==> src/shared/standby_cfg.svh <==
// standby sequencer constants: wait counts, widths, field sizes
// assumes inclusion by the standby package and by the modules and bench that use its macros
`ifndef STANDBY_CFG_SVH
`define STANDBY_CFG_SVH
`define SHS_IRQ_N 8
`define SHS_CNT_W 13
`define SHS_SEL_W 3
`define SHS_WAIT_SERVICE 13'h000B
`define SHS_WAIT_NEXT 13'h0004
`define SHS_STAB_LOG2_BASE 5
`endif

==> src/shared/standby_pkg.sv <==
// types shared by the standby sequencer and its wait timer
// assumes standby_cfg.svh on the include path
`include "standby_cfg.svh"
package standby_pkg;
    typedef enum logic [2:0] {
        ST_RUN,
        ST_HALT,
        ST_STOP,
        ST_WAIT,
        ST_STAB
    } standby_state_t;

    typedef struct packed {
        logic [`SHS_IRQ_N-1:0] req;
        logic [`SHS_IRQ_N-1:0] irqMaskFlag;
        logic [`SHS_IRQ_N-1:0] irqPriorityFlag;
    } irq_t;

    typedef struct packed {
        logic internalFastOscRun;
        logic crystalMainRun;
        logic xt1Run;
        logic internalSlowOscRun;
    } osc_req_t;

    typedef struct packed {
        logic cpuClkEn;
        logic internalFastOscEn;
        logic crystalMainEn;
        logic extMainClkAccept;
        logic xt1En;
        logic internalSlowOscEn;
        logic extSubClkOut;
    } clk_ctrl_t;
endpackage : standby_pkg

==> src/core/standby_halt_stop_control.sv <==
// standby sequencer: clock-halted and deep-sleep entry, release and clock gating
// assumes cpu and interrupt controller on clk; extSubClkIn is an outside pin
// How it works
// - an unmasked pending interrupt releases the clock-halted mode.
// - after such a release with acceptance enabled (and in-service set for priority 1), vectored servicing starts.
// - after such a release with acceptance disabled, the next instruction runs.
// - a release that leads to servicing waits 11 or 12 clocks first.
// - a release that leads to the next instruction waits 4 or 5 clocks first.
// - reset leaves the halted mode and restarts from the reset vector.
// - mask set keeps halt; priority 0 lets enable decide; priority 1 needs enable and in-service.
// - the deep-sleep instruction takes effect only while on the main system clock.
// - an unmasked pending request at deep-sleep entry drops to halt, resuming after stabilization.
// - deep sleep stops the cpu clock, fast and crystal oscillators, and ignores ext main clock.
// - deep sleep keeps xt1 and slow oscillator as they were; ext subsystem clock follows its pin.
// - deep sleep retains ram and port latches and stops cpu, flash and 16-bit timers.
// - halt stops the cpu and keeps ram, port latches and oscillators as they were.
`timescale 1ns/1ps
`default_nettype none
`include "standby_cfg.svh"
module standby_halt_stop_control (
    input wire logic clk,
    input wire logic rst,
    input wire logic haltInstr,
    input wire logic stopInstr,
    input wire logic cpuOnMainClk,
    input wire standby_pkg::irq_t irq,
    input wire logic irqAcceptEnable,
    input wire logic inServicePriorityFlag,
    input wire logic [`SHS_SEL_W-1:0] stabilizationWaitSelect,
    input wire standby_pkg::osc_req_t oscReq,
    input wire logic extSubClkIn,
    output var standby_pkg::clk_ctrl_t clkCtrl,
    output logic flashEn,
    output logic timer16En,
    output logic ramRetain,
    output logic portLatchHold,
    output logic halted,
    output logic stopped,
    output logic serviceStart,
    output logic resumeNext,
    output logic resetVectorStart
);
    import standby_pkg::*;

    // priority flag of the lowest-numbered pending unmasked source
    function automatic logic firstPrio(input logic [`SHS_IRQ_N-1:0] pend,
                                       input logic [`SHS_IRQ_N-1:0] prio);
        logic r;
        r = 1'h0;
        for (int i = `SHS_IRQ_N - 1; i >= 0; i--) begin
            if (pend[i]) begin
                r = prio[i];
            end
        end
        return r;
    endfunction : firstPrio

    // stabilization wait: 2^(base+sel) clocks
    function automatic logic [`SHS_CNT_W-1:0] stabCount(input logic [`SHS_SEL_W-1:0] sel);
        return `SHS_CNT_W'(1) << (`SHS_STAB_LOG2_BASE + int'(sel));
    endfunction : stabCount

    standby_state_t state_reg, state_next;
    logic svc_reg, svc_next;
    logic [`SHS_IRQ_N-1:0] pend;
    logic wake, svcOk, timerDone, timerLoad, timerRun;
    logic [`SHS_CNT_W-1:0] loadVal;
    logic rstDly_reg, extSubS1_reg, extSubS2_reg;

    assign pend = irq.req & ~irq.irqMaskFlag;
    assign wake = |pend;
    // priority 0: enable decides; priority 1: enable and in-service both
    assign svcOk = firstPrio(pend, irq.irqPriorityFlag) ?
                   (irqAcceptEnable & inServicePriorityFlag) : irqAcceptEnable;

    always_comb begin
        state_next = state_reg;
        svc_next = svc_reg;
        case (state_reg)
            ST_RUN: begin
                if (haltInstr) begin
                    state_next = ST_HALT;
                end else if (stopInstr && cpuOnMainClk) begin
                    if (wake) begin
                        state_next = ST_STAB;
                        svc_next = svcOk;
                    end else begin
                        state_next = ST_STOP;
                    end
                end
            end
            ST_HALT: begin
                if (wake) begin
                    state_next = ST_WAIT;
                    svc_next = svcOk;
                end
            end
            ST_STOP: begin
                if (wake) begin
                    state_next = ST_STAB;
                    svc_next = svcOk;
                end
            end
            ST_WAIT, ST_STAB: begin
                if (timerDone) begin
                    state_next = ST_RUN;
                end
            end
            default: begin
                state_next = ST_RUN;
            end
        endcase
    end

    assign timerLoad = (state_next == ST_WAIT || state_next == ST_STAB) &&
                       (state_next != state_reg);
    assign timerRun = (state_reg == ST_WAIT || state_reg == ST_STAB);
    always_comb begin
        if (state_next == ST_STAB) begin
            loadVal = stabCount(stabilizationWaitSelect);
        end else if (svc_next) begin
            loadVal = `SHS_WAIT_SERVICE;
        end else begin
            loadVal = `SHS_WAIT_NEXT;
        end
    end

    wake_wait_timer waitTimer (
        .clk(clk),
        .rst(rst),
        .load(timerLoad),
        .loadVal(loadVal),
        .run(timerRun),
        .done(timerDone)
    );

    // sequencing state; reset returns to run
    always_ff @(posedge clk) begin
        if (rst) begin
            state_reg <= ST_RUN;
            svc_reg <= 1'h0;
        end else begin
            state_reg <= state_next;
            svc_reg <= svc_next;
        end
    end

    // one-cycle outcome pulses
    always_ff @(posedge clk) begin
        if (rst) begin
            serviceStart <= 1'h0;
            resumeNext <= 1'h0;
        end else begin
            serviceStart <= timerRun && timerDone && svc_reg;
            resumeNext <= timerRun && timerDone && !svc_reg;
        end
    end

    // reset vector start after reset release
    always_ff @(posedge clk) begin
        rstDly_reg <= rst;
        if (rst) begin
            resetVectorStart <= 1'h0;
        end else begin
            resetVectorStart <= rstDly_reg;
        end
    end

    // external subsystem clock pin synchroniser
    always_ff @(posedge clk) begin
        if (rst) begin
            extSubS1_reg <= 1'h0;
            extSubS2_reg <= 1'h0;
        end else begin
            extSubS1_reg <= extSubClkIn;
            extSubS2_reg <= extSubS1_reg;
        end
    end

    // mode flags and memory/peripheral controls
    always_ff @(posedge clk) begin
        if (rst) begin
            halted <= 1'h0;
            stopped <= 1'h0;
            flashEn <= 1'h1;
            timer16En <= 1'h1;
            ramRetain <= 1'h0;
            portLatchHold <= 1'h0;
        end else begin
            halted <= (state_next == ST_HALT || state_next == ST_WAIT ||
                       state_next == ST_STAB);
            stopped <= (state_next == ST_STOP);
            flashEn <= (state_next == ST_RUN);
            timer16En <= (state_next != ST_STOP);
            ramRetain <= (state_next != ST_RUN);
            portLatchHold <= (state_next != ST_RUN);
        end
    end

    // clock gating and oscillator enables
    always_ff @(posedge clk) begin
        if (rst) begin
            clkCtrl <= '{cpuClkEn: 1'h1, internalFastOscEn: 1'h1, crystalMainEn: 1'h0,
                         extMainClkAccept: 1'h1, xt1En: 1'h0, internalSlowOscEn: 1'h1,
                         extSubClkOut: 1'h0};
        end else begin
            clkCtrl.cpuClkEn <= (state_next == ST_RUN);
            clkCtrl.extSubClkOut <= extSubS2_reg;
            if (state_next == ST_STOP) begin
                clkCtrl.internalFastOscEn <= 1'h0;
                clkCtrl.crystalMainEn <= 1'h0;
                clkCtrl.extMainClkAccept <= 1'h0;
            end else if (state_next != ST_HALT) begin
                clkCtrl.internalFastOscEn <= oscReq.internalFastOscRun;
                clkCtrl.crystalMainEn <= oscReq.crystalMainRun;
                clkCtrl.extMainClkAccept <= 1'h1;
            end
            // halt and stop keep the subsystem and slow oscillators as they were
            if (state_next == ST_RUN || state_next == ST_WAIT) begin
                clkCtrl.xt1En <= oscReq.xt1Run;
                clkCtrl.internalSlowOscEn <= oscReq.internalSlowOscRun;
            end
        end
    end

    property p_halt_entry;
        @(posedge clk) disable iff (rst)
        (state_reg == ST_RUN && haltInstr) |=> (halted && !clkCtrl.cpuClkEn);
    endproperty
    a_halt_entry: assert property (p_halt_entry) else $error("halt entry missed");

    property p_wake_release;
        @(posedge clk) disable iff (rst)
        (state_reg == ST_HALT && wake) |=> (state_reg == ST_WAIT);
    endproperty
    a_wake_release: assert property (p_wake_release) else $error("halt not released");

    property p_masked_hold;
        @(posedge clk) disable iff (rst)
        (state_reg == ST_HALT && !wake) |=> (state_reg == ST_HALT && halted);
    endproperty
    a_masked_hold: assert property (p_masked_hold) else $error("halt left while masked");

    property p_service_wait;
        @(posedge clk) disable iff (rst)
        (state_reg == ST_HALT && wake && svcOk)
            |-> !serviceStart [*8] ##1 !serviceStart [*4] ##1 serviceStart;
    endproperty
    a_service_wait: assert property (p_service_wait) else $error("service wait wrong");

    property p_next_wait;
        @(posedge clk) disable iff (rst)
        (state_reg == ST_HALT && wake && !svcOk) |-> ##5 (resumeNext && !serviceStart);
    endproperty
    a_next_wait: assert property (p_next_wait) else $error("next-instruction wait wrong");

    property p_stop_needs_main;
        @(posedge clk) disable iff (rst)
        (state_reg == ST_RUN && stopInstr && !haltInstr && !cpuOnMainClk) |=> !stopped;
    endproperty
    a_stop_needs_main: assert property (p_stop_needs_main) else $error("stop off main clk");

    property p_stop_fallback;
        @(posedge clk) disable iff (rst)
        (state_reg == ST_RUN && stopInstr && !haltInstr && cpuOnMainClk && wake)
            |=> (halted && !stopped && clkCtrl.internalFastOscEn == $past(oscReq.internalFastOscRun));
    endproperty
    a_stop_fallback: assert property (p_stop_fallback) else $error("stop fallback wrong");

    property p_stop_clocks;
        @(posedge clk) disable iff (rst)
        stopped |-> !(clkCtrl.cpuClkEn || clkCtrl.internalFastOscEn ||
                      clkCtrl.crystalMainEn || clkCtrl.extMainClkAccept);
    endproperty
    a_stop_clocks: assert property (p_stop_clocks) else $error("clock running in stop");

    property p_stop_keep_sub;
        @(posedge clk) disable iff (rst)
        (stopped && $past(stopped)) |-> ($stable(clkCtrl.xt1En) &&
                                         $stable(clkCtrl.internalSlowOscEn));
    endproperty
    a_stop_keep_sub: assert property (p_stop_keep_sub) else $error("sub osc changed in stop");

    property p_stop_memory;
        @(posedge clk) disable iff (rst)
        stopped |-> (!flashEn && !timer16En && ramRetain && portLatchHold);
    endproperty
    a_stop_memory: assert property (p_stop_memory) else $error("stop memory state wrong");

    property p_halt_keep;
        @(posedge clk) disable iff (rst)
        (state_reg == ST_HALT && $past(state_reg) == ST_HALT)
            |-> ($stable(clkCtrl.internalFastOscEn) && timer16En && ramRetain);
    endproperty
    a_halt_keep: assert property (p_halt_keep) else $error("halt state not kept");

    property p_reset_vector;
        @(posedge clk) disable iff (rst)
        $fell(rst) |=> (resetVectorStart && !halted && clkCtrl.cpuClkEn);
    endproperty
    a_reset_vector: assert property (p_reset_vector) else $error("no reset vector start");
endmodule : standby_halt_stop_control
`default_nettype wire

==> src/core/wake_wait_timer.sv <==
// loadable down counter timing the release and stabilization waits
// assumes load and run come from logic on the same clock
`timescale 1ns/1ps
`default_nettype none
`include "standby_cfg.svh"
module wake_wait_timer (
    input wire logic clk,
    input wire logic rst,
    input wire logic load,
    input wire logic [`SHS_CNT_W-1:0] loadVal,
    input wire logic run,
    output logic done
);
    import standby_pkg::*;

    logic [`SHS_CNT_W-1:0] cnt_reg;

    always_ff @(posedge clk) begin
        if (rst) begin
            cnt_reg <= `SHS_CNT_W'h0;
        end else if (load) begin
            cnt_reg <= loadVal;
        end else if (run && cnt_reg != `SHS_CNT_W'h0) begin
            cnt_reg <= cnt_reg - `SHS_CNT_W'h1;
        end
    end

    assign done = (cnt_reg == `SHS_CNT_W'h1);
endmodule : wake_wait_timer
`default_nettype wire

==> config.mk <==
export PLATFORM = sky130hd
export DESIGN_NAME = standby_halt_stop_control
export DESIGN_NICKNAME = d
export VERILOG_FILES = /design/src/shared/standby_pkg.sv /design/src/core/standby_halt_stop_control.sv /design/src/core/wake_wait_timer.sv
export VERILOG_INCLUDE_DIRS = /design/src /design/src/shared
export SDC_FILE = /design/constraint.sdc
export NUM_CORES = 1
export LEC_CHECK = 0
export BUFFER_PORTS_ARGS = -buffer_cell sky130_fd_sc_hd__buf_2
export CORE_MARGIN = 5
export CORE_UTILIZATION = 35
export DETAILED_ROUTE_END_ITERATION = 12
export MAX_ROUTING_LAYER = met4
export PLACE_DENSITY = 0.65
export SLEW_MARGIN = 20
export SYNTH_ARGS = -nofsm -noshare
export SYNTH_HDL_FRONTEND = slang
export SYNTH_SLANG_ARGS = --single-unit
==> constraint.sdc <==
create_clock -name clk -period 2.4 [get_ports clk]
set_clock_uncertainty 0.1 [all_clocks]
set_input_delay 0.24 -clock clk [delete_from_list [all_inputs] [get_ports clk]]
set_output_delay 0.24 -clock clk [all_outputs]
set_load 0.005 [all_outputs]
==> metrics.txt, run 1 <==
status=finished clean; initial drt markers=83; total wire length=4.82 mm; Fill cells=503; Post-Syn Nets=260; worst setup margin=0.148 ns; Avg Synthesized Cell Area=8.39 um2; Layout area overhead=41.0%; WP depth=6; sw frac=31.6%; via/cell ratio=5.05; Min-Delay Path Depth=2; FF+latch count, synth=34; global-route wire length before repair=7.71 mm; met2 WL post-DR=2.21 mm; Worst-Skew Late Latency=0.29 ns; largest net degree at the start of global routing=29; CTS tree=yes; Critical Path Slowest Stage Cell=dfxtp_1; worst slew pin tran=0.488 ns; WP data arrival=2.37 ns; Chip Height=82.3 um; multi-input logic area=1100 um2; CP Max Fanout=11; area occupied by registers=681 um2; Core ar.=5110 um2; clock network power share=29.8%; RSZ-0062 raised after global routing=no; Placed Area=2410 um2; CP Cell Sequence=a31oi_1 -> or4_4 -> a21oi_4 -> o211ai_4 -> or4_1 -> a21oi_1; routed wl met3=253 um; clk buf depth=2; most common cell after layout, fill and taps aside=buf_2; Synth async-reset ratio=0%; fmax=444 MHz; share of the yosys chip area belonging to registers=37.2%; initial core utilization=35.8%; Post-synth top flop=dfxtp_1; GRT Overall Usage=14.9%; Pint=1460 uW; yosys warns=0; Final #Nets=347; Post-Synthesis Cells=218; DP Wirelength=3.77 mm; Worst Path Buf+Inv=0; Max Slew Vio Count=0; gr ovfl total=0; final hold vios=0; clk sink count=34; gpl congestion=0.875; DR WL/cell=12.8 um; ANT cells=0; drt pass-1 iters=4; post-synthesis cell type count=50; # IOs=55; CP startpoint kind=flip-flop; crit path capture type=flip-flop; ANT nets after route=0; placed cells=368; Die ar.=6770 um2; Max IR drop VDD=0.414 mV; most frequent cells in the layout=54 x buf_2, 35 x buf_4, 34 x dfxtp_1; met1 WL=2.27 mm; uppermost layer routed=met4; Non-Filler Instances=376; initial antenna violation count=0; Hold Buf Count CTS=0; WS Path Type=reg2reg; Post-synth EDFFs=0; Slew Limit Headroom=67.5%; Sw Pwr=673 uW; CP top delay family=simple AND/OR/NAND/NOR gates; post-route clock period utilization=93.8%; vias in the first global route=1767; Worst Hold Class=in2reg; H-tree depth=2; combinational share of power=38.0%; final setup fails=0; via count=1900; ratio of cells with drive above 1 in the final layout=36.3%; Inserted Clock Buffers=5; pre-CTS setup slack=-0.119 ns; number of flip-flops in the largest register=13; standard-cell rows=26; Crit path largest cell delay=0.55 ns; post-synthesis cell area=1830 um2; worst endpoint required time=2.52 ns; PortBufs=54; sequential fraction of design power=32.1%; leakage power=0.00112 uW; number of remaining DRC errors=0; total power divided by cell area=826 nW/um2; Finished Cell Area=2580 um2; min cycle time layout=2.25 ns; Register-to-Register Path Depth=6; Die Wd=82.3 um; Reg clk slew, reported paths=0.07 ns; postcts setup bufs=0; Root Buffer Master=clkbuf_8; Max Cap Viol=0
-- per-layer routing --
layer / GRT usage, % / vias up
met2: 23.9 / 54
met1: 19.1 / 872
met4: 5.48 / 0
met5: - / -
li1: - / 967
met3: 2.17 / 7
-- path summary, 6_finish.rpt --
kind	startpoint	endpoint	slack, ns
worst min register to register	extSubS2_reg	clkCtrl[0]	0.35
worst min-delay path	extSubClkIn	extSubS1_reg	0.08
worst max register to register	state_reg[1]	waitTimer.cnt_reg[10]	0.15
worst max-delay path	state_reg[1]	waitTimer.cnt_reg[10]	0.15
-- worst register-to-register path, stage by stage (launching register included) --
cell and delay (ns):
dfxtp_1 0.55, a31oi_1 0.09, or4_4 0.55, a21oi_4 0.18
o211ai_4 0.12, or4_1 0.47, a21oi_1 0.12
-- kinds of logic (layout without fill, tap and decap cells) --
family	after synthesis	after routing	synth area share, %
XOR/XNOR	9	9	4.31
adder cells (fa/ha/maj)	3	3	2.05
AND/OR/NAND/NOR	101	101	31.1
multiplexers	4	4	2.19
buffers and inverters	19	107	4.38
AO/OA/AOI/OAI	48	48	18.8
flip-flops	34	34	37.2
-- cell usage after synthesis (6+ instances only) --
master / number / area (um2)
nor2b_1: 7 / 43.8
nand2_1: 18 / 67.6
nand2b_1: 7 / 43.8
dfxtp_1: 34 / 681
nor2_1: 20 / 75.1
nor4_1: 6 / 37.5
nand3_1: 6 / 30.0
a21oi_1: 14 / 70.1
a31oi_1: 7 / 43.8
nor3_1: 9 / 45.0
inv_1: 10 / 37.5
-- stage by stage --
stage / setup TNS (ns) / util [%] / total power, uW / hold slack, ns
final: 0 / 50.5 / 2130 / 0.0758
after global routing: 0 / 50.5 / 2260 / 0.113
after CTS: 0 / 49.8 / 2120 / 0.0726
after detailed placement: -0.934 / 47.1 / 1480 / 0.344
after global placement: -0.486 / 47.1 / 1470 / 0.315
after floorplan: 0 / - / 1140 / 0.168
-- layout make-up --
| cell class | count | area share, % |
|---|---|---|
| multi-input combinational | 165 | 42.8 |
| sequential | 34 | 26.4 |
| tap | 70 | 3.39 |
| clock inverter | 3 | 2.67 |
| clock buffer | 5 | 2.67 |
| inverter | 10 | 1.45 |
| timing repair buffer | 89 | 20.7 |
-- power by group through the flow --
stage	clock [uW]	sequential, uW	combinational, uW
after floorplan	0	699	440
after global placement	0	694	776
after detailed placement	0	696	788
after CTS	642	683	795
after global routing	662	693	902
final	635	684	810
-- what timing repair did --
item | 4_1_cts | 5_1_grt
resized for setup | 0 | 6
setup endpoints to repair | 0 | 13
hold endpoints to repair | 0 | 0
Note: power is estimated with default switching activity, not from simulation.
==> run 2, diff against run 1 <==
- ABC_AREA: default -> 1
- PLACE_DENSITY: 0.65 -> 0.64
- clock period: 2.4 -> 1.9 ns (I/O delays scaled with it)
==> run 2 against run 1 <==
Effect of this change: the run now ends with setup timing left; clock power shrank 11%; sequential power grew 45%; sequential share of layout area shrank 2.1 points; non-clock buffer count grew 11; die area grew 6.4%; design area grew 9.9%.
==> metrics.txt, run 2 <==
Core ar.=5470 um2 (was 5110 um2); ANT nets after route=0 (unchanged); # IOs=55 (unchanged); total wire length=5.20 mm (was 4.82 mm); failing checks=setup timing; combinational share of power=57.0% (was 38.0%); final core occ=51.8% (was 50.5%); Worst-Skew Late Latency=0.29 ns (about the same); sequential fraction of design power=27.4% (was 32.1%); WS Path Type=reg2reg (unchanged); final setup fails=14 (was 0); drt pass-1 iters=4 (unchanged); sw frac=41.5% (was 31.6%); global-route wire length before repair=8.76 mm (was 7.71 mm); DP Wirelength=4.00 mm (was 3.77 mm); Post-Synthesis Cells=302 (was 218); vias in the first global route=2125 (was 1767); Max IR drop VDD=0.620 mV (was 0.414 mV); worst endpoint required time=1.97 ns (was 2.52 ns); Post-synth top flop=dfxtp_1 (unchanged); gpl congestion=0.853 (was 0.875); Placed Area=2570 um2 (was 2410 um2); CTS tree=yes (unchanged); standard-cell rows=27 (was 26); status=finished, violations left (was finished clean); Max Slew Vio Count=0 (unchanged); Slew Limit Headroom=62.1% (was 67.5%); DR WL/cell=10.9 um (was 12.8 um); Layout area overhead=44.5% (was 41.0%); multiplexer share of the synthesized area=0% (was 2.19%); post-synthesis cell type count=33 (was 50); Post-synth EDFFs=0 (unchanged); largest area contributor in the netlist=dfxtp_1 (unchanged); Root Buffer Master=clkbuf_8 (unchanged); clk buf depth=2 (unchanged); fmax=497 MHz (was 444 MHz); Post-Synth XOR/XNOR Area=4.02% (was 4.31%); gr ovfl total=0 (unchanged); top area cells in the synthesized netlist=dfxtp_1 35%, nand2_1 13%, inv_1 9.4%, nor2_1 7.7%, nand3_1 4.1% (was dfxtp_1 37%, nor2_1 4.1%, a21oi_1 3.8%, nand2_1 3.7%, nor3_1 2.5%); final hold vios=0 (unchanged); Sw Pwr=1510 uW (was 673 uW); Avg Synthesized Cell Area=6.50 um2 (was 8.39 um2); CP Cell Sequence=buf_4 -> o21ai_0 -> nand3_1 -> nand2_2 -> nand3_4 -> nand2_8 -> nand2_4 -> o21ai_0 -> a21oi_1 (was a31oi_1 -> or4_4 -> a21oi_4 -> o211ai_4 -> or4_1 -> a21oi_1); Post-Synth Adder-Cell Area=1.91% (was 2.05%); most frequent cells in the layout=61 x nand2_1, 54 x buf_2, 48 x inv_1 (was 54 x buf_2, 35 x buf_4, 34 x dfxtp_1); crit path capture type=flip-flop (unchanged); top post-synthesis cells by count=68 x nand2_1, 49 x inv_1, 40 x nor2_1 (was 34 x dfxtp_1, 20 x nor2_1, 18 x nand2_1); Synth async-reset ratio=0% (unchanged); initial drt markers=73 (was 83); clock network power share=15.6% (was 29.8%); largest net degree at the start of global routing=16 (was 29); post-route clock period utilization=106% (was 93.8%); post-synthesis cell area=1960 um2 (was 1830 um2); Inserted Clock Buffers=5 (unchanged); Die ar.=7200 um2 (was 6770 um2); leakage power=0.00147 uW (was 0.00112 uW); RSZ-0062 raised after global routing=yes (was no); initial antenna violation count=0 (unchanged); total power divided by cell area=1280 nW/um2 (was 826 nW/um2); FF+latch count, synth=34 (unchanged); Simple-Gate Fraction of Synth Area=34.4% (was 31.1%); CP Max Fanout=9 (was 11); Crit path largest cell delay=0.46 ns (was 0.55 ns); Critical Path Slowest Stage Cell=o21ai_0 (was dfxtp_1); most common cell after layout, fill and taps aside=nand2_1 (was buf_2); ANT cells=0 (unchanged); Final #Nets=444 (was 347); Post-Syn Nets=344 (was 260); number of remaining DRC errors=0 (unchanged); Synth Area in Compound Gates=12.5% (was 18.8%); PortBufs=54 (unchanged); Finished Cell Area=2840 um2 (was 2580 um2); worst setup margin=-0.114 ns (was 0.148 ns); Worst Hold Class=in2reg (unchanged); Overall Power=3640 uW (was 2130 uW); initial core utilization=35.8% (about the same); largest family of logic cells by synthesized area=simple AND/OR/NAND/NOR gates (unchanged); Synth top area share=34.7% (was 37.2%); number of flip-flops in the largest register=13 (unchanged); worst slew pin tran=0.563 ns (was 0.488 ns); via count=2182 (was 1900); Reg clk slew, reported paths=0.07 ns (about the same); ratio of cells with drive above 1 in the final layout=36.5% (was 36.3%); yosys warns=0 (unchanged); via/cell ratio=4.59 (was 5.05); TNS Setup=-0.909 ns (was 0 ns); CP startpoint kind=flip-flop (unchanged); H-tree depth=2 (unchanged); GRT Overall Usage=15.0% (was 14.9%); min cycle time layout=2.01 ns (was 2.25 ns); hold_ws=0.0141 ns (was 0.0758 ns); Die Wd=84.9 um (was 82.3 um); CP dominant cell by count=o21ai_0; WP data arrival=2.09 ns (was 2.37 ns); clk sink count=34 (unchanged); Chip Height=84.9 um (was 82.3 um); most frequent cell after synthesis=nand2_1 (was dfxtp_1); Max Cap Viol=0 (unchanged); Pint=2130 uW (was 1460 uW); share of the yosys chip area belonging to registers=34.7% (was 37.2%)
## run 2: per-layer routing
metal	GRT usage [%]	share of wire, %	up-vias
met1	16.7	42	1001
met4	4.46	0.81	0
met2	26.6	53	30
met3	3.50	3.8	4
li1	-	-	1147
met5	-	0	-
## run 2: through the flow
| stage | cells | setup slack [ns] |
|---|---|---|
| after floorplan | 302 | 0.108 |
| after global placement | 460 | -0.134 |
| after detailed placement | 460 | -0.141 |
| after CTS | 475 | -0.0518 |
| after global routing | 475 | -0.252 |
| final | 475 | -0.114 |
## run 2: critical path, delay by kind of cell (launching register included)
family	cells	cell delay (ns)
and+or+nand+nor	5	0.64
DFF	1	0.34
AOI/OAI and AO/OA	3	0.68
buffers and inverters	1	0.13
## run 2: repair_timing
| action | CTS | global route |
|---|---|---|
| hold endpoints to repair | 1 | 0 |
| resized for setup | 24 | 21 |
| buffers inserted | 5 | 0 |
| endpoints found under the setup margin | 11 | 20 |
| hold buffers | 1 | 0 |
| cloned | 1 | 0 |
| pin swaps | 7 | 9 |
## run 2: layout make-up
class / instances / area [um2]
fill: 541 / 2640
multi-input combinational: 210 / 1140
sequential: 34 / 688
timing repair buffer: 100 / 629
inverter: 51 / 194
tap: 72 / 90.1
clock buffer: 6 / 82.6
clock inverter: 2 / 12.5
## run 2: power by group through the flow
stage | sequential, uW | combinational [uW] | clock (uW)
after CTS | 994 | 1950 | 575
after global placement | 982 | 1790 | 0
after detailed placement | 985 | 1820 | 0
final | 995 | 2070 | 567
after global routing | 1020 | 2310 | 615
after floorplan | 997 | 1140 | 0
## run 2: cells by family after synthesis
logic type,count (synthesis)
fa+ha+maj,3
compound gates,45
flops,34
xor+xnor,9
buf+inv,59
simple gates,152
## run 2: worst paths after layout
kind | cells after the start | slack (ns) | end | start
setup / recovery | 9 | -0.11 | waitTimer.cnt_reg[8] | state_reg[0]
hold / removal | 3 | 0.01 | extSubS1_reg | extSubClkIn
setup reg to reg | 9 | -0.11 | waitTimer.cnt_reg[8] | state_reg[0]
hold reg to reg | 2 | 0.30 | clkCtrl[0] | extSubS2_reg
